**config.mk**
```make
export PLATFORM = sky130hd
export DESIGN_NAME = swb_byte_io
export DESIGN_NICKNAME = d
export VERILOG_FILES = /design/src/swb_pkg.sv /design/src/swb_byte_io.sv
export VERILOG_INCLUDE_DIRS = /design/src
export SDC_FILE = /design/constraint.sdc
export NUM_CORES = 1
export LEC_CHECK = 0
export ABC_AREA = 0
export BUFFER_PORTS_ARGS = -buffer_cell sky130_fd_sc_hd__buf_2
export CAP_MARGIN = 0
export CORE_MARGIN = 2
export CORE_UTILIZATION = 55
export DETAILED_ROUTE_END_ITERATION = 7
export PLACE_DENSITY = 0.84
export RECOVER_POWER = 100
export SYNTH_ARGS = -nofsm -noshare
export SYNTH_HDL_FRONTEND = slang
export SYNTH_SLANG_ARGS = --single-unit
```
**constraint.sdc**
```tcl
create_clock -name clk_i -period 3.3 [get_ports clk_i]
set_input_delay 0.33 -clock clk_i [delete_from_list [all_inputs] [get_ports clk_i]]
set_output_delay 0.33 -clock clk_i [all_outputs]
set_load 0.02 [all_outputs]
```
**src/swb_params.svh**
```systemverilog
`ifndef SWB_PARAMS_SVH
`define SWB_PARAMS_SVH
// Function
// RL1: A write-byte command with its data byte drives that byte onto the line as eight bit slots.
// RL2: The written byte goes out least significant bit first, so the line only starts once the whole byte is in.
// RL3: Line activity of a byte write starts no later than 262.5 ns after the data byte has been received.
// RL4: A byte write finishes within eight slot times plus at most 262.5 ns from the data byte's arrival.
// RL5: During a byte write or byte read the line-busy flag stays one for eight slot times.
// RL6: A write-byte command arriving while the line is busy is refused and discarded along with its data.
// RL7: A read-byte command arriving while the line is busy is refused and ignored.
// RL8: The host only issues a byte command once all earlier line activity has finished.
// RL9: Accepting a byte command points the read pointer at the status register.
// RL10: A byte write uses the speed select, strong pullup enable and active pullup enable settings.
// RL11: A byte read uses only speed select and active pullup enable; the strong pullup is not applied.
// RL12: A read-byte command has no parameter, makes eight read slots and stores the byte in read data.
// RL13: Each read slot is a write-one slot whose line level is sampled.
// RL14: A byte read starts within 262.5 ns of the command and ends within eight slot times plus 262.5 ns.
// RL15: The host gets the byte by pointing the read pointer at read data and then reading.
// RL16: A zero bit makes a write-zero slot, a one bit a write-one slot, both sampled at the sample time.
// RL17: The bit sampled in the first slot of a byte read lands in bit 0 of read data.

// ****************************************
// Register byte addresses
// ****************************************
`define SWB_ADDR_CMD 8'h00
`define SWB_ADDR_CFG 8'h04
`define SWB_ADDR_STAT 8'h08
`define SWB_ADDR_RDATA 8'h0C
`define SWB_ADDR_RPTR 8'h10
`define SWB_ADDR_PORT 8'h14

// ****************************************
// Command codes and field positions
// ****************************************
`define SWB_OP_WRITE_BYTE 8'hA5
`define SWB_OP_READ_BYTE 8'h96
`define SWB_CMD_DATA_LSB 8
`define SWB_CFG_SPEED_BIT 0
`define SWB_CFG_SPU_BIT 1
`define SWB_CFG_APU_BIT 2
`define SWB_STAT_BUSY_BIT 0
`define SWB_STAT_REFUSED_BIT 1
`define SWB_STAT_RPTR_BIT 2
`define SWB_CFG_RESET 3'h0
`define SWB_RPTR_STATUS 1'b0
`define SWB_RPTR_RDATA 1'b1

// ****************************************
// Timing, in ns unless named otherwise
// ****************************************
`define SWB_CLK_NS 20
`define SWB_T_START_MAX_PS 262500
`define SWB_T_SLOT_STD_NS 70000
`define SWB_T_SLOT_FAST_NS 10000
`define SWB_T_W0L_STD_NS 60000
`define SWB_T_W0L_FAST_NS 7500
`define SWB_T_W1L_STD_NS 6000
`define SWB_T_W1L_FAST_NS 1000
`define SWB_READ_SAMPLE_TIME_STD_NS 15000
`define SWB_READ_SAMPLE_TIME_FAST_NS 2000
`define SWB_T_APU_NS 2500
`endif

```
**src/swb_pkg.sv**
```systemverilog
package swb_pkg;

   // Slot engine states, one-hot
   typedef enum logic [1:0] {
      SWB_IDLE = 2'b01,
      SWB_SLOT = 2'b10
   } swb_state_e;

   // Register decode result
   typedef enum logic [2:0] {
      SWB_R_CMD,
      SWB_R_CFG,
      SWB_R_STAT,
      SWB_R_RDATA,
      SWB_R_RPTR,
      SWB_R_PORT,
      SWB_R_NONE
   } swb_reg_e;

   typedef struct packed {
      logic apu_en;
      logic spu_en;
      logic speed;
   } swb_cfg_s;

   typedef logic [15:0] swb_cnt_t;

   typedef struct packed {
      swb_state_e st;
      swb_cnt_t cnt;
      logic [2:0] bitn;
      logic [7:0] shreg;
      logic samp;
      logic is_read;
      logic speed_lat;
      logic apu_lat;
      logic spu_arm;
      swb_cfg_s cfg;
      logic [7:0] rdata;
      logic refused;
      logic rptr;
      logic ack;
      logic [31:0] dat;
      logic line_out;
      logic line_oe;
      logic active_pullup_enable;
      logic strong_pullup_enable;
      logic busy;
      logic [2:0] sync;
      logic line_lvl;
   } swb_state_s;

endpackage

```
**src/swb_byte_io.sv**
```systemverilog
// Our own choices: the Wishbone slave port and the register addresses.
`timescale 1ns/10ps
`include "swb_params.svh"

module swb_byte_io #(
   parameter int SLOT_STD_NS = `SWB_T_SLOT_STD_NS,
   parameter int SLOT_FAST_NS = `SWB_T_SLOT_FAST_NS,
   parameter int W0L_STD_NS = `SWB_T_W0L_STD_NS,
   parameter int W0L_FAST_NS = `SWB_T_W0L_FAST_NS,
   parameter int W1L_STD_NS = `SWB_T_W1L_STD_NS,
   parameter int W1L_FAST_NS = `SWB_T_W1L_FAST_NS,
   parameter int MSR_STD_NS = `SWB_READ_SAMPLE_TIME_STD_NS,
   parameter int MSR_FAST_NS = `SWB_READ_SAMPLE_TIME_FAST_NS,
   parameter int APU_NS = `SWB_T_APU_NS
) (
   // Clock and reset
   input wire logic clk_i,
   input wire logic rst_i,
   // Wishbone slave
   input wire logic wb_cyc_i,
   input wire logic wb_stb_i,
   input wire logic wb_we_i,
   input wire logic [7:0] wb_adr_i,
   input wire logic [3:0] wb_sel_i,
   input wire logic [31:0] wb_dat_i,
   output logic wb_ack_o,
   output logic [31:0] wb_dat_o,
   // Single-wire line, open drain
   input wire logic line_i,
   output logic line_o,
   output logic line_oe_o,
   // Pullup controls and status
   output logic apu_o,
   output logic spu_o,
   output logic line_busy_flag_o
);

   // ****************************************
   // Timing counts
   // ****************************************
   // Every count but the start limit rounds up so no phase ever comes out shorter than asked
   localparam int CLK = `SWB_CLK_NS;
   localparam swb_pkg::swb_cnt_t C_SLOT_STD = 16'((SLOT_STD_NS + CLK - 1) / CLK);
   localparam swb_pkg::swb_cnt_t C_SLOT_FAST = 16'((SLOT_FAST_NS + CLK - 1) / CLK);
   localparam swb_pkg::swb_cnt_t C_W0L_STD = 16'((W0L_STD_NS + CLK - 1) / CLK);
   localparam swb_pkg::swb_cnt_t C_W0L_FAST = 16'((W0L_FAST_NS + CLK - 1) / CLK);
   localparam swb_pkg::swb_cnt_t C_W1L_STD = 16'((W1L_STD_NS + CLK - 1) / CLK);
   localparam swb_pkg::swb_cnt_t C_W1L_FAST = 16'((W1L_FAST_NS + CLK - 1) / CLK);
   localparam swb_pkg::swb_cnt_t C_MSR_STD = 16'((MSR_STD_NS + CLK - 1) / CLK);
   localparam swb_pkg::swb_cnt_t C_MSR_FAST = 16'((MSR_FAST_NS + CLK - 1) / CLK);
   localparam swb_pkg::swb_cnt_t C_APU = 16'((APU_NS + CLK - 1) / CLK);
   // Longest start delay allowed, rounded down; the engine starts one edge after the accept
   localparam int C_START_MAX = (`SWB_T_START_MAX_PS / 1000) / CLK;

   // ****************************************
   // Address decode
   // ****************************************
   function automatic swb_pkg::swb_reg_e reg_decode(input logic [7:0] adr);
      unique case (adr)
         `SWB_ADDR_CMD: reg_decode = swb_pkg::SWB_R_CMD;
         `SWB_ADDR_CFG: reg_decode = swb_pkg::SWB_R_CFG;
         `SWB_ADDR_STAT: reg_decode = swb_pkg::SWB_R_STAT;
         `SWB_ADDR_RDATA: reg_decode = swb_pkg::SWB_R_RDATA;
         `SWB_ADDR_RPTR: reg_decode = swb_pkg::SWB_R_RPTR;
         `SWB_ADDR_PORT: reg_decode = swb_pkg::SWB_R_PORT;
         default: reg_decode = swb_pkg::SWB_R_NONE;
      endcase
   endfunction

   function automatic logic [31:0] stat_word(input swb_pkg::swb_state_s s);
      stat_word = 32'h0000_0000;
      stat_word[`SWB_STAT_BUSY_BIT] = s.busy;
      stat_word[`SWB_STAT_REFUSED_BIT] = s.refused;
      stat_word[`SWB_STAT_RPTR_BIT] = s.rptr;
   endfunction

   swb_pkg::swb_state_s q;
   swb_pkg::swb_state_s n;

   // Slot figures for the speed latched at command start
   swb_pkg::swb_cnt_t slot_len;
   swb_pkg::swb_cnt_t low_len;
   swb_pkg::swb_cnt_t samp_at;
   swb_pkg::swb_cnt_t cnt_nx;
   swb_pkg::swb_reg_e sel_reg;
   logic [7:0] op;
   logic start_ok;

   assign slot_len = q.speed_lat ? C_SLOT_FAST : C_SLOT_STD;
   assign samp_at = q.speed_lat ? C_MSR_FAST : C_MSR_STD;
   // A one bit gives the short low pulse, a zero bit the long one
   assign low_len = q.shreg[0] ? (q.speed_lat ? C_W1L_FAST : C_W1L_STD)
                               : (q.speed_lat ? C_W0L_FAST : C_W0L_STD); // see RL16
   assign cnt_nx = q.cnt + 16'h0001;
   assign sel_reg = reg_decode(wb_adr_i);
   assign op = wb_dat_i[7:0];
   assign start_ok = C_START_MAX >= 1;

   // ****************************************
   // Next state
   // ****************************************
   always_comb begin
      n = q;
      n.ack = 1'b0;
      n.line_out = 1'b0;

      // Three-stage synchroniser; a new level counts once stages two and three agree
      n.sync = {q.sync[1:0], line_i};
      if (q.sync[2] == q.sync[1]) begin
         n.line_lvl = q.sync[2];
      end

      // Slot engine
      unique case (q.st)
         swb_pkg::SWB_IDLE: begin
            n.line_oe = 1'b0;
            n.active_pullup_enable = 1'b0;
         end
         swb_pkg::SWB_SLOT: begin
            if (q.cnt == samp_at) begin
               n.samp = q.line_lvl; // see RL16
            end
            if (q.cnt == slot_len - 16'h0001) begin
               // Shift right: the next line bit is bit 0, the sample enters at the top
               n.shreg = {(q.cnt == samp_at) ? q.line_lvl : q.samp, q.shreg[7:1]}; // see RL2
               n.cnt = 16'h0000;
               n.bitn = q.bitn + 3'h1;
               if (q.bitn == 3'h7) begin
                  // Busy drops right after the eighth slot
                  n.st = swb_pkg::SWB_IDLE; // see RL5
                  n.line_oe = 1'b0;
                  n.active_pullup_enable = 1'b0;
                  n.strong_pullup_enable = q.spu_arm; // see RL10
                  if (q.is_read) begin
                     // First sample has reached bit 0 after eight shifts
                     n.rdata = {(q.cnt == samp_at) ? q.line_lvl : q.samp, q.shreg[7:1]}; // see RL12 RL17
                  end
               end else begin
                  n.line_oe = 1'b1;
                  n.active_pullup_enable = 1'b0;
               end
            end else begin
               n.cnt = cnt_nx;
               n.line_oe = cnt_nx < low_len;
               // Active pullup only in the short window after the release
               n.active_pullup_enable = q.apu_lat && (cnt_nx >= low_len) && (cnt_nx < low_len + C_APU); // see RL10 RL11
            end
         end
      endcase

      // Wishbone slave: one wait state, ack for one cycle
      if (wb_cyc_i && wb_stb_i && !q.ack) begin
         n.ack = 1'b1;
         n.dat = 32'h0000_0000;
         if (wb_we_i) begin
            unique case (sel_reg)
               swb_pkg::SWB_R_CMD: begin
                  if (wb_sel_i[0] && (op == `SWB_OP_WRITE_BYTE || op == `SWB_OP_READ_BYTE)) begin
                     if (q.busy || q.st != swb_pkg::SWB_IDLE) begin
                        // Refused command leaves the engine untouched
                        n.refused = 1'b1; // see RL6 RL7
                     end else if (op == `SWB_OP_WRITE_BYTE && !wb_sel_i[1]) begin
                        // A write without its data lane is discarded
                        n.refused = 1'b1; // see RL6
                     end else if (start_ok) begin
                        n.refused = 1'b0;
                        n.rptr = `SWB_RPTR_STATUS; // see RL9
                        n.is_read = (op == `SWB_OP_READ_BYTE);
                        // A read sends all ones so every slot is a sampled write-one slot
                        n.shreg = (op == `SWB_OP_READ_BYTE) ? 8'hFF
                                  : wb_dat_i[`SWB_CMD_DATA_LSB +: 8]; // see RL1 RL12 RL13
                        n.speed_lat = q.cfg.speed; // see RL10 RL11
                        n.apu_lat = q.cfg.apu_en; // see RL10 RL11
                        n.spu_arm = (op == `SWB_OP_WRITE_BYTE) && q.cfg.spu_en; // see RL10 RL11
                        n.strong_pullup_enable = 1'b0;
                        n.samp = 1'b1;
                        n.cnt = 16'h0000;
                        n.bitn = 3'h0;
                        // Line goes low on the very next edge
                        n.st = swb_pkg::SWB_SLOT; // see RL3 RL4 RL14
                        n.line_oe = 1'b1;
                        n.active_pullup_enable = 1'b0;
                     end
                  end
               end
               swb_pkg::SWB_R_CFG: begin
                  if (wb_sel_i[0]) begin
                     n.cfg.speed = wb_dat_i[`SWB_CFG_SPEED_BIT];
                     n.cfg.spu_en = wb_dat_i[`SWB_CFG_SPU_BIT];
                     n.cfg.apu_en = wb_dat_i[`SWB_CFG_APU_BIT];
                     // Clearing the enable also ends a strong pullup in progress; a write ending now still wins
                     if (!wb_dat_i[`SWB_CFG_SPU_BIT] &&
                         !(q.st == swb_pkg::SWB_SLOT && n.st == swb_pkg::SWB_IDLE)) begin
                        n.strong_pullup_enable = 1'b0;
                     end
                  end
               end
               swb_pkg::SWB_R_RPTR: begin
                  if (wb_sel_i[0]) begin
                     n.rptr = wb_dat_i[0];
                  end
               end
               default: begin
               end
            endcase
         end else begin
            unique case (sel_reg)
               swb_pkg::SWB_R_CFG: begin
                  n.dat[`SWB_CFG_SPEED_BIT] = q.cfg.speed;
                  n.dat[`SWB_CFG_SPU_BIT] = q.cfg.spu_en;
                  n.dat[`SWB_CFG_APU_BIT] = q.cfg.apu_en;
               end
               swb_pkg::SWB_R_STAT: n.dat = stat_word(q);
               swb_pkg::SWB_R_RDATA: n.dat = {24'h00_0000, q.rdata};
               swb_pkg::SWB_R_RPTR: n.dat = {31'h0000_0000, q.rptr};
               swb_pkg::SWB_R_PORT: begin
                  // Host-style read through the pointer
                  n.dat = (q.rptr == `SWB_RPTR_RDATA) ? {24'h00_0000, q.rdata} : stat_word(q); // see RL15
               end
               default: n.dat = 32'h0000_0000;
            endcase
         end
      end

      n.busy = (n.st == swb_pkg::SWB_SLOT); // see RL5
   end

   // ****************************************
   // State register
   // ****************************************
   always_ff @(posedge clk_i) begin
      if (rst_i) begin
         q.st <= swb_pkg::SWB_IDLE;
         q.cnt <= 16'h0000;
         q.bitn <= 3'h0;
         q.shreg <= 8'h00;
         q.samp <= 1'b1;
         q.is_read <= 1'b0;
         q.speed_lat <= 1'b0;
         q.apu_lat <= 1'b0;
         q.spu_arm <= 1'b0;
         q.cfg <= `SWB_CFG_RESET;
         q.rdata <= 8'h00;
         q.refused <= 1'b0;
         q.rptr <= `SWB_RPTR_STATUS;
         q.ack <= 1'b0;
         q.dat <= 32'h0000_0000;
         q.line_out <= 1'b0;
         q.line_oe <= 1'b0;
         q.active_pullup_enable <= 1'b0;
         q.strong_pullup_enable <= 1'b0;
         q.busy <= 1'b0;
         q.sync <= 3'h7;
         q.line_lvl <= 1'b1;
      end else begin
         q <= n;
      end
   end

   // ****************************************
   // Outputs
   // ****************************************
   assign wb_ack_o = q.ack;
   assign wb_dat_o = q.dat;
   assign line_o = q.line_out;
   assign line_oe_o = q.line_oe;
   assign apu_o = q.active_pullup_enable;
   assign spu_o = q.strong_pullup_enable;
   assign line_busy_flag_o = q.busy;

endmodule

```
; ---- Yosys cells after proc, flatten, opt, wreduce, memory -nomap -nowiden
; Cells that the tools add are included.
[word_totals]
regBits = 89
in_bits = 50
out_inout_bits = 38
word_cells = 129
[op_classes]
n_addsub = 4
magnitude_cmp = 3
n_eq_ne = 25
mux = 48
n_bitwise = 2
reduce_logical = 23
[op_table]
columns = op, n
row1 = $mux W34, 4
row2 = $mux W37, 2
row3 = $mux W12, 3
row4 = $mux W33, 1
row5 = $mux W30, 1
row6 = $mux W8, 3
row7 = $mux W3, 7
row8 = $pmux W3 S6, 1
row9 = $add A16 B1 Y16 const B, 1
row10 = $eq A16 B10 Y1, 1
row11 = $eq A16 B16 Y1, 1
row12 = $eq A8 B4 Y1 const B, 2
row13 = $eq A8 B5 Y1 const B, 2
row14 = $eq A8 B8 Y1 const B, 2
row15 = $ge A16 B12 Y1, 1
row16 = $lt A16 B12 Y1, 1
row17 = $lt A16 B13 Y1, 1
row18 = $mux W16, 1
row19 = $pmux W3 S5, 1
row20 = $add A12 B7 Y13 const B, 1
row21 = $sub A12 B1 Y13 const B, 1
row22 = $mux W2, 6
row23 = $reduce_and A4 Y1, 3
row24 = $mux W1, 11
row25 = 25 further kinds, 47

; ---- Longest topological paths before layout
; Gate-level depths: netlist (run 1).
[logic_depth]
ltp_word = 14
mapped_depth = 12
depth_no_buf = 11

; ---- Worst setup path before layout (run 1)
; OpenSTA, ideal clock, no wires.
[synth_timing]
path_kind = input to register
start = input port wb_adr_i[0]
end = register q[55] (netlist name)
setup_time_ps = 128
arrival_time_ps = 2746
required_time_ps = 3172
slack_ps = 427
path_stages = 11
n_path_buf = 1
cell_sequence = or4_4 > or3_2 > or2_2 > ha_1 > inv_1 > o31ai_1 > a2111oi_4 > buf_6 > nor2b_2 > a41oi_2 > nor2_1
[synth_via]
elab_chain_len = 4
elab_cells_between_ends = 9
cone_classes = eq/ne (5) / mux (1) / reduce/logical (3)
[synth_lines]
columns = element, line
row1 = start: declaration, swb_byte_io.sv:23  ; input wire logic [7:0] wb_adr_i,
row2 = "$eq A8 B5 Y1, or another cell as far along", swb_byte_io.sv:59  ; unique case (adr)
row3 = $pmux W3 S6 (*), swb_byte_io.sv:59
row4 = $logic_not A3 Y1 (*), swb_byte_io.sv:156  ; unique case (sel_reg)
row5 = $reduce_and A6 Y1 (no line) (*), -
row6 = end signal: assignment, swb_byte_io.sv:256  ; q <= n;
row7 = end: declaration, swb_byte_io.sv:77  ; swb_pkg::swb_state_s q;
; Mark *: on every way between the ends. The rest lies on a longest branch, timed or not.
; A chain may end at the register's enable or synchronous reset.

; ---- Worst setup path after layout (run 1)
[layout_timing]
start = input port wb_adr_i[0]
end = register q[71] (netlist name)
[layout_via]
elab_chain_len = 6
elab_cells_between_ends = 11
cone_classes = eq/ne (5) / mux (4) / reduce/logical (2)
[layout_lines]
columns = element, line
row1 = "$eq A8 B5 Y1, or another cell as far along", swb_byte_io.sv:59
row2 = $pmux W3 S6 (*), swb_byte_io.sv:59
row3 = $logic_not A3 Y1 (*), swb_byte_io.sv:156
row4 = $mux W34 (*), swb_byte_io.sv:156
row5 = $mux W37 (*), swb_byte_io.sv:155  ; if (wb_we_i) begin
row6 = $mux W37 (*), swb_byte_io.sv:152  ; if (wb_cyc_i && wb_stb_i && !q.ack) begin
; Marked as above.

==> impl_metrics.tcl, run 1 <==
set metrics [dict create \
    outcome "finished with violations" \
    violations "capacitance limit, slew limit" \
    antenna_left 0 \
    cts_tree "built" \
    cts_max_level 3 \
    syn_avg_cell_area_sq_um 8.22 \
    drv_cap 1 \
    std_cell_rows 31 \
    drt-initial-drc-count 233 \
    path_max_fanout 20 \
    gp_congestion 0.918 \
    synth_warnings 0 \
    vias 3602 \
    antenna_found_initial 0 \
    gr-total-overflow 0 \
    synth_cell_types 64 \
    wire_per_inst_microns 14.7 \
    p_leak_nw 1.78 \
    critPathCaptureType "register" \
    p_seq_share_pct 47.3 \
    clkSlewWorstSetupHoldPaths_ps 80 \
    cts_sinks 64 \
    cp-start-kind "input pin" \
    path_cells "buf_2 -> or4_4 -> or3_2 -> or2_2 -> ha_1 -> inv_1 -> o31ai_1 -> a2111oi_4 -> or2_2 -> clkbuf_2 -> nor2_1" \
    final.setup.tns_ps 0 \
    grt_pass1_wl_microns 16300 \
    crit_type "input pin to register" \
    synthCells 494 \
    fin_util_pct 61.2 \
    cts_root_buf "clkbuf_8" \
    most-common-layout-cells "nand2_1 (67), dfxtp_1 (62), nor2_1 (56)" \
    min_path_type "input pin to register" \
    relSlewSlack_pct -26.1 \
    syn-cell-area_sq_um 4060 \
    grt_pass1_vias 3422 \
    place_area_sq_um 4230 \
    crit_family "simple AND/OR/NAND/NOR gates" \
    hold_buffers 0 \
    drtPass1Iterations 5 \
    areaGrowthSynthToFinish_pct 8.66 \
    finalSetupViolCount 0 \
    fin_crit_sh_pct 93.2 \
    drc 0 \
    hold_ws_ps 159 \
    grt.total_usage_pct 24.4 \
    fin_area_sq_um 4410 \
    clk_latency_ps 340 \
    slowest_delay_ps 550 \
    path_common_cell "or2_2" \
    drive_gt1_share_pct 13.6 \
    ys_ff_latch 64 \
    fmax_mhz 325 \
    die_w_microns 89.9 \
    crit_buf_inv 3 \
    cts_buffer_depth 2 \
    synth_edf_count 0 \
    p_int_mw 1.23 \
    avgViaCountPerCell 5.67 \
    grt_max_degree 44 \
    power_density_nw_per_um2 371 \
    period_needed_ps 3080 \
    crit_required_ps 3520 \
    cts_buffers 9 \
    arrival_ps 3290 \
    p_sw_mw 0.406 \
    synthFlopType "dfxtp_1" \
    slowest_stage "or4_4" \
    die_h_microns 89.9 \
    finalMaxSlewViolations 44 \
    io_buffers 44 \
    worst_pin_slew_ps 1890 \
    core_area_sq_um 7210 \
    ys_async_sr_fraction_pct 0 \
    ys_seq_area_share_pct 31.6 \
    post-dp-hpwl_microns 6910 \
    report.final.hold_viol_count 0 \
    swShare_pct 24.8 \
    skew_ps 8.38 \
    power_frac_comb_pct 5.1 \
    peakVddDrop_uv 265 \
    final_net_count 611 \
    p_clk_share_pct 47.6 \
    wirelength_microns 9340 \
    antennaDiodeCount 0 \
    initial_core_util_pct 56.3 \
    grt_setup_unrepaired "false" \
    mostFrequentLayoutCell "nand2_1" \
    ioPinCount 88 \
    die-area_sq_um 8090 \
]
metal layers:
| metal | wire (microns) | vias to the layer above | track usage [%] | share of wire (%) |
|---|---|---|---|---|
| met5 | 0 | - | 0 | 0 |
| met4 | 166 | 0 | 8.46 | 1.8 |
| met3 | 503 | 15 | 4.61 | 5.4 |
| met2 | 4670 | 139 | 42.2 | 50 |
| met1 | 4000 | 1678 | 30.5 | 43 |
| li1 | - | 1770 | - | - |
Yosys cell counts, types with 3 or more instances:
cell	instances	area, sq um
nand2_1	67	251
dfxtp_1	64	1280
nor2_1	56	210
buf_4	35	263
ha_1	30	375
a21oi_1	29	145
clkbuf_1	16	60.1
inv_1	16	60.1
nand3_1	15	75.1
xnor2_1	12	105
a22oi_1	11	82.6
o21ai_0	10	50.1
nand4_1	9	56.3
xor2_1	9	78.8
a311oi_1	8	70.1
mux2i_1	8	80.1
or2_2	7	43.8
and4_1	5	43.8
nor2b_1	5	31.3
nor3_1	5	25.0
nor4_1	5	31.3
a31oi_1	4	25.0
nand2b_1	4	25.0
nor4bb_1	4	40.0
a21o_1	3	22.5
and3_1	3	18.8
buf_6	3	33.8
nand4b_1	3	26.3
or3_1	3	18.8
registers in the layout, summed over array words and instances (netlist names):
signal,flops
apu_o,1
q,49
line_oe_o,1
wb_ack_o,1
n,2
line_busy_flag_o,1
wb_dat_o,8
spu_o,1
per-stage QoR:
| step | total power [mW] | std cells | setup slack (ps) |
|---|---|---|---|
| floorplan | 0.873 | 518 | 427 |
| detailed placement | 0.877 | 618 | 3.03 |
| CTS | 1.65 | 634 | 223 |
| global route | 1.69 | 635 | 57.0 |
| finish | 1.64 | 635 | 224 |
| global placement | 0.876 | 618 | 100 |
what timing repair did:
| action | CTS | global route |
|---|---|---|
| buffers inserted | 0 | 1 |
| gates resized for setup | 0 | 2 |
| endpoints found under the setup margin | 0 | 1 |
area by class of cell:
cell class | count | area (sq um)
fillers | 645 | 2800
multi-input cells | 383 | 2440
flip-flops and latches | 64 | 1280
repair buffers | 57 | 279
clock buffers | 9 | 124
well taps | 99 | 124
clock inverters | 7 | 103
inverters | 16 | 60.1
path summary, 6_finish.rpt:
kind | startpoint | to | slack [ps] | depth (start not counted)
max | wb_adr_i[0] | q[71] | 220 | 11
min | line_i | n[2] | 160 | 2
min reg2reg | n[2] | n[3] | 420 | 1
max reg2reg | q[72] | apu_o | 350 | 12
power by group through the flow:
| stage | clock [mW] | combinational (mW) | sequential (mW) |
|---|---|---|---|
| 6_report | 0.778 | 0.0835 | 0.774 |
| 3_5_place_dp | 0 | 0.0850 | 0.792 |
| 2_1_floorplan | 0 | 0.0799 | 0.793 |
| 3_3_place_gp | 0 | 0.0837 | 0.792 |
| 5_1_grt | 0.826 | 0.0910 | 0.774 |
| 4_1_cts | 0.792 | 0.0852 | 0.774 |
logic make-up after synthesis:
kind of cell,count (synthesis),share of synthesized area [%]
AO/OA/AOI/OAI,92,16.3
XOR/XNOR,21,4.53
adder cells (fa/ha/maj),30,9.24
buffers and inverters,71,10.6
flip-flops,64,31.6
multiplexers,9,2.25
other,1,0.0924
AND/OR/NAND/NOR,206,25.5
worst reg2reg max path: stages, from the launching register on:
cell and delay (ps):
dfxtp_1 440, ha_1 280, nand3_1 170, clkbuf_1 200, nor2_1 160, xor2_1 240
ha_1 280, and4b_1 210, o21ai_0 70, a21oi_1 80, a2111oi_0 350, o21ai_0 150
a211oi_1 220
(Power assumes the default switching activity.)
==> run 2, diff against run 1 <==
--- a/config.mk
+++ b/config.mk
@@ -12,7 +12,8 @@
 export CORE_MARGIN = 2
 export CORE_UTILIZATION = 55
 export DETAILED_ROUTE_END_ITERATION = 7
-export PLACE_DENSITY = 0.84
+export GPL_TIMING_DRIVEN = 0
+export PLACE_DENSITY = 0.89
 export RECOVER_POWER = 100
 export SYNTH_ARGS = -nofsm -noshare
 export SYNTH_HDL_FRONTEND = slang
==> run 2 against run 1 <==
  * The flow now finishes without violations
  * Fmax decreased by 2.3%
  * Sequential power hardly changed
  * Combinational power grew 33%
  * Critical path type is now register to register
  * Highest routed layer unchanged
==> impl_metrics.tcl, run 2 (synthesized netlist as in run 1, its figures left out) <==
set metrics [dict create \
    outcome "completed" \
    grt_pass1_wl_microns 16300 \
    drtPass1Iterations 5 \
    grt_max_degree 14 \
    initial_core_util_pct 56.3 \
    top_usage_layer "met2" \
    cp-start-kind "register" \
    ioPinCount 88 \
    die_h_microns 89.9 \
    relSlewSlack_pct 44.0 \
    cts_buffer_depth 2 \
    cts_setup_buffers 0 \
    gr-usage-met1_pct 28.6 \
    p_leak_nw 1.97 \
    cts_root_buf "clkbuf_8" \
    report.final.hold_viol_count 0 \
    gp_congestion 0.926 \
    wirelength_microns 9860 \
    die_w_microns 89.9 \
    top_register "q" \
    cts_sinks 64 \
    use_met2_pct 43.4 \
    die-area_sq_um 8090 \
    place_ws_ps -63.7 \
    slowest_stage "dfxtp_1" \
    hold_ws_ps 162 \
    worst_pin_slew_ps 834 \
    drc 0 \
    clkSlewWorstSetupHoldPaths_ps 70 \
    skew_ps 10.5 \
    slowest_delay_ps 480 \
    drv_cap 0 \
    fmax_mhz 318 \
    n_fill_cell 617 \
    grt_pass1_vias 3589 \
    finalSetupViolCount 0 \
    avgViaCountPerCell 5.57 \
    critPathCaptureType "register" \
    drt-initial-drc-count 247 \
    post-dp-hpwl_microns 7410 \
    cts_buffers 9 \
    vias 3747 \
    largest_reg_flops 49 \
    use_met3_pct 5.70 \
    crit_required_ps 3570 \
    final_cells 673 \
    finalMaxSlewViolations 0 \
    wire_per_inst_microns 14.6 \
    drive_gt1_share_pct 17.9 \
    fin_area_sq_um 4690 \
    antenna_found_initial 0 \
    cts_max_level 3 \
    most-common-layout-cells "nand2_1 (67), dfxtp_1 (61), nor2_1 (56)" \
    antennaDiodeCount 0 \
    final_net_count 649 \
    mostFrequentLayoutCell "nand2_1" \
    cts_tree "built" \
    period_needed_ps 3150 \
    power_mw 1.74 \
    grt_setup_unrepaired "false" \
    clk_latency_ps 350 \
    power_density_nw_per_um2 370 \
    io_buffers 42 \
    std_cell_rows 31 \
    place_inst 659 \
    core_area_sq_um 7210 \
    min_path_type "input pin to register" \
    path_cells "nand4_1 -> or3_1 -> xnor2_2 -> ha_1 -> and4b_1 -> and3_1 -> a221oi_1 -> o311ai_0 -> a221o_1 -> o21ai_0" \
    path_max_fanout 6 \
    layout_setup_ws_ps 151 \
    grt.total_usage_pct 24.4 \
    crit_type "register to register" \
    antenna_left 0 \
    gr-total-overflow 0 \
    areaGrowthSynthToFinish_pct 15.6 \
    arrival_ps 3420 \
    peakVddDrop_uv 219 \
    fin_crit_sh_pct 95.4 \
    place_area_sq_um 4480 \
]
## run 2: cell count changes in the layout (fill, tap and decap cells not counted), sizes merged
cell / before / now
buf: 37 / 63
clkinvlp: 1 / 0
clkbuf: 29 / 41
bufinv: 2 / 3
## run 2: final cells by class
| cell class | count | area, sq um | share of cell area, % |
|---|---|---|---|
| repair buffers | 42 | 194 | 4.13 |
| clock inverters | 7 | 125 | 2.67 |
| well taps | 99 | 124 | 2.64 |
| multi-input cells | 383 | 2450 | 52.2 |
| plain buffers | 53 | 334 | 7.12 |
| clock buffers | 9 | 124 | 2.64 |
| flip-flops and latches | 64 | 1280 | 27.4 |
| inverters | 16 | 60.1 | 1.28 |
## run 2: worst paths after layout
| check | start | endpoint | slack, ps | cells after the start |
|---|---|---|---|---|
| setup / recovery | q[74] | line_oe_o | 150 | 10 |
| hold / removal | line_i | n[2] | 160 | 2 |
| setup reg to reg | q[74] | line_oe_o | 150 | 10 |
| hold reg to reg | n[2] | n[3] | 410 | 1 |
## run 2: power breakdown
group	internal [mW]	total, mW	switching (mW)
Clock	0.511	0.850	0.339
Combinational	0.0443	0.111	0.0665
Sequential	0.773	0.774	0.000908
Total	1.33	1.74	0.406
## run 2: through the flow
step	utilization, %	TNS, ps
floorplan	-	0
global placement	62.2	0
detailed placement	62.2	-470
CTS	65.6	0
global route	65.1	0
finish	65.1	0
## run 2: repair_timing
item | in CTS | in global routing
hold buffers | 0 | 0
setup endpoints to repair | 0 | 2
gates resized for setup | 0 | 5
## run 2: layer usage
layer  up-vias  part of all wire, %
met3        15                  6.0
met4         0                  1.6
met2       160                   51
met1      1736                   42
li1       1836                    -
met5         -                    0
## run 2: critical path, delay by kind of cell (launching register included)
kind	cells	cell delay [ps]
AOI/OAI and AO/OA	4	960
DFF	1	480
and+or+nand+nor	4	1060
adders and majority gates	1	330
xor gates and xnor gates	1	220
==> run 3, diff against run 2 <==
--- a/config.mk
+++ b/config.mk
@@ -9,7 +9,6 @@
 export ABC_AREA = 0
 export BUFFER_PORTS_ARGS = -buffer_cell sky130_fd_sc_hd__buf_2
 export CAP_MARGIN = 0
-export CORE_MARGIN = 2
 export CORE_UTILIZATION = 55
 export DETAILED_ROUTE_END_ITERATION = 7
 export GPL_TIMING_DRIVEN = 0
==> constraint.sdc (replaced) <==
create_clock -name clk_i -period 2.9 [get_ports clk_i]
set_input_delay 0.29 -clock clk_i [delete_from_list [all_inputs] [get_ports clk_i]]
set_output_delay 0.29 -clock clk_i [all_outputs]
set_load 0.02 [all_outputs]
==> run 3 against run 2 <==
  * Design area grew 2.3%
  * Worst setup slack worse by 110 ps
  * Register-to-register slack lost 50 ps
  * Clock-buffer cell count is 2 higher
  * Non-clock buffer count increased by 5
  * Flip-flop and latch count did not move
  * Global-route usage up 2.6 points
  * Utilization rose by 4.1 points
  * Critical endpoint is now q[61]
==> impl_metrics.tcl, run 3 (synthesized netlist as in run 1, its figures left out) <==
set metrics [dict create \
    grt_pass1_wl_microns 16300 \
    fin_area_sq_um 4800 \
    vias 3925 \
    min_path_type "input pin to register" \
    report.final.hold_viol_count 0 \
    core_area_sq_um 6940 \
    drt-initial-drc-count 318 \
    cts_tree "built" \
    p_leak_nw 1.98 \
    drc 0 \
    top_usage_layer "met2" \
    slowest_delay_ps 560 \
    initial_core_util_pct 58.5 \
    fmax_mhz 350 \
    io_buffers 42 \
    worstHoldPathCells 2 \
    peakVddDrop_uv 467 \
    hold_ws_ps 136 \
    skew_ps 5.87 \
    outcome "completed" \
    power_density_nw_per_um2 371 \
    die-area_sq_um 7730 \
    fin_util_pct 69.2 \
    relSlewSlack_pct 50.2 \
    reg2reg_depth 10 \
    cts_sinks 64 \
    die_w_microns 87.9 \
    areaGrowthSynthToFinish_pct 18.3 \
    std_cell_rows 30 \
    wirelength_microns 10500 \
    final_cells 675 \
    grt_pass1_vias 3593 \
    final.setup.tns_ps 0 \
    clk_latency_ps 340 \
    avgViaCountPerCell 5.81 \
    finalSetupViolCount 0 \
    antenna_left 0 \
    post-dp-hpwl_microns 7320 \
    slowest_stage "or4_4" \
    cts_max_level 3 \
    gr-usage-met1_pct 32.2 \
    place_ws_ps -402 \
    drive_gt1_share_pct 22.3 \
    worst_pin_slew_ps 744 \
    largest_reg_flops 49 \
    top_register "q" \
    grt.total_usage_pct 27.1 \
    use_met3_pct 5.00 \
    ioPinCount 88 \
    antennaDiodeCount 0 \
    place_inst 656 \
    path_max_fanout 8 \
    path_cells "buf_2 -> or4_4 -> or3_2 -> or2_2 -> ha_2 -> inv_2 -> o31ai_2 -> a2111oi_4 -> nand2_2 -> nor2_2 -> a311oi_1" \
    final_net_count 654 \
    crit_required_ps 3090 \
    antenna_found_initial 0 \
    finalMaxSlewViolations 0 \
    die_h_microns 87.9 \
    most-common-layout-cells "nand2_1 (66), dfxtp_1 (56), nor2_1 (51)" \
    clkSlewWorstSetupHoldPaths_ps 70 \
    use_met2_pct 47.9 \
    layout_setup_ws_ps 40.7 \
    wire_per_inst_microns 15.6 \
    drv_cap 0 \
    gr-total-overflow 0 \
    arrival_ps 3050 \
    grt_setup_unrepaired "true" \
    crit_type "input pin to register" \
    cts_root_buf "clkbuf_8" \
    gp_congestion 0.927 \
    cts_buffer_depth 2 \
    fin_crit_sh_pct 98.6 \
    drtPass1Iterations 5 \
    period_needed_ps 2860 \
    grt_max_degree 12 \
    place_area_sq_um 4480 \
    critPathCaptureType "register" \
    hold_buffers 0 \
    power_mw 1.78 \
    mostFrequentLayoutCell "nand2_1" \
    cts_buffers 9 \
    cp-start-kind "input pin" \
]
## run 3: cell type report
type	instances	area (sq um)
Timing Repair Buffer	47	231
Multi-Input combinational cell	383	2540
Tap cell	96	120
Clock buffer	11	141
Clock inverter	5	56.3
Inverter	16	60.1
Buffer	53	353
Fill cell	544	2140
Sequential cell	64	1300
## run 3: path summary, 6_finish.rpt
path | from | to | slack, ps
setup / recovery | wb_adr_i[0] | q[61] | 40
setup reg to reg | q[71] | line_oe_o | 100
hold / removal | line_i | n[2] | 140
hold reg to reg | n[2] | n[3] | 410
## run 3: metal layers
layer / wire (microns) / vias up
met5: 0 / -
met4: 361 / 0
met3: 725 / 47
met2: 5210 / 193
met1: 4230 / 1824
li1: - / 1861
## run 3: what timing repair did
action | 4_1_cts | 5_1_grt
endpoints found under the setup margin | 6 | 38
buffers inserted | 2 | 3
gates resized for setup | 10 | 27
pin swaps | 2 | 5
## run 3: critical path, delay by kind of cell
kind                     cells  cell delay (ps)
buffers and inverters        2              170
adder cells (fa/ha/maj)      1              210
AND/OR/NAND/NOR              5             1730
AO/OA/AOI/OAI                3              640
## run 3: where the power goes
part | internal [mW] | leakage (nW) | switching [mW] | total, mW
Sequential | 0.878 | 0.521 | 0.000803 | 0.878
Clock | 0.419 | 0.0993 | 0.353 | 0.772
Combinational | 0.0529 | 1.36 | 0.0789 | 0.132
Total | 1.35 | 1.98 | 0.433 | 1.78
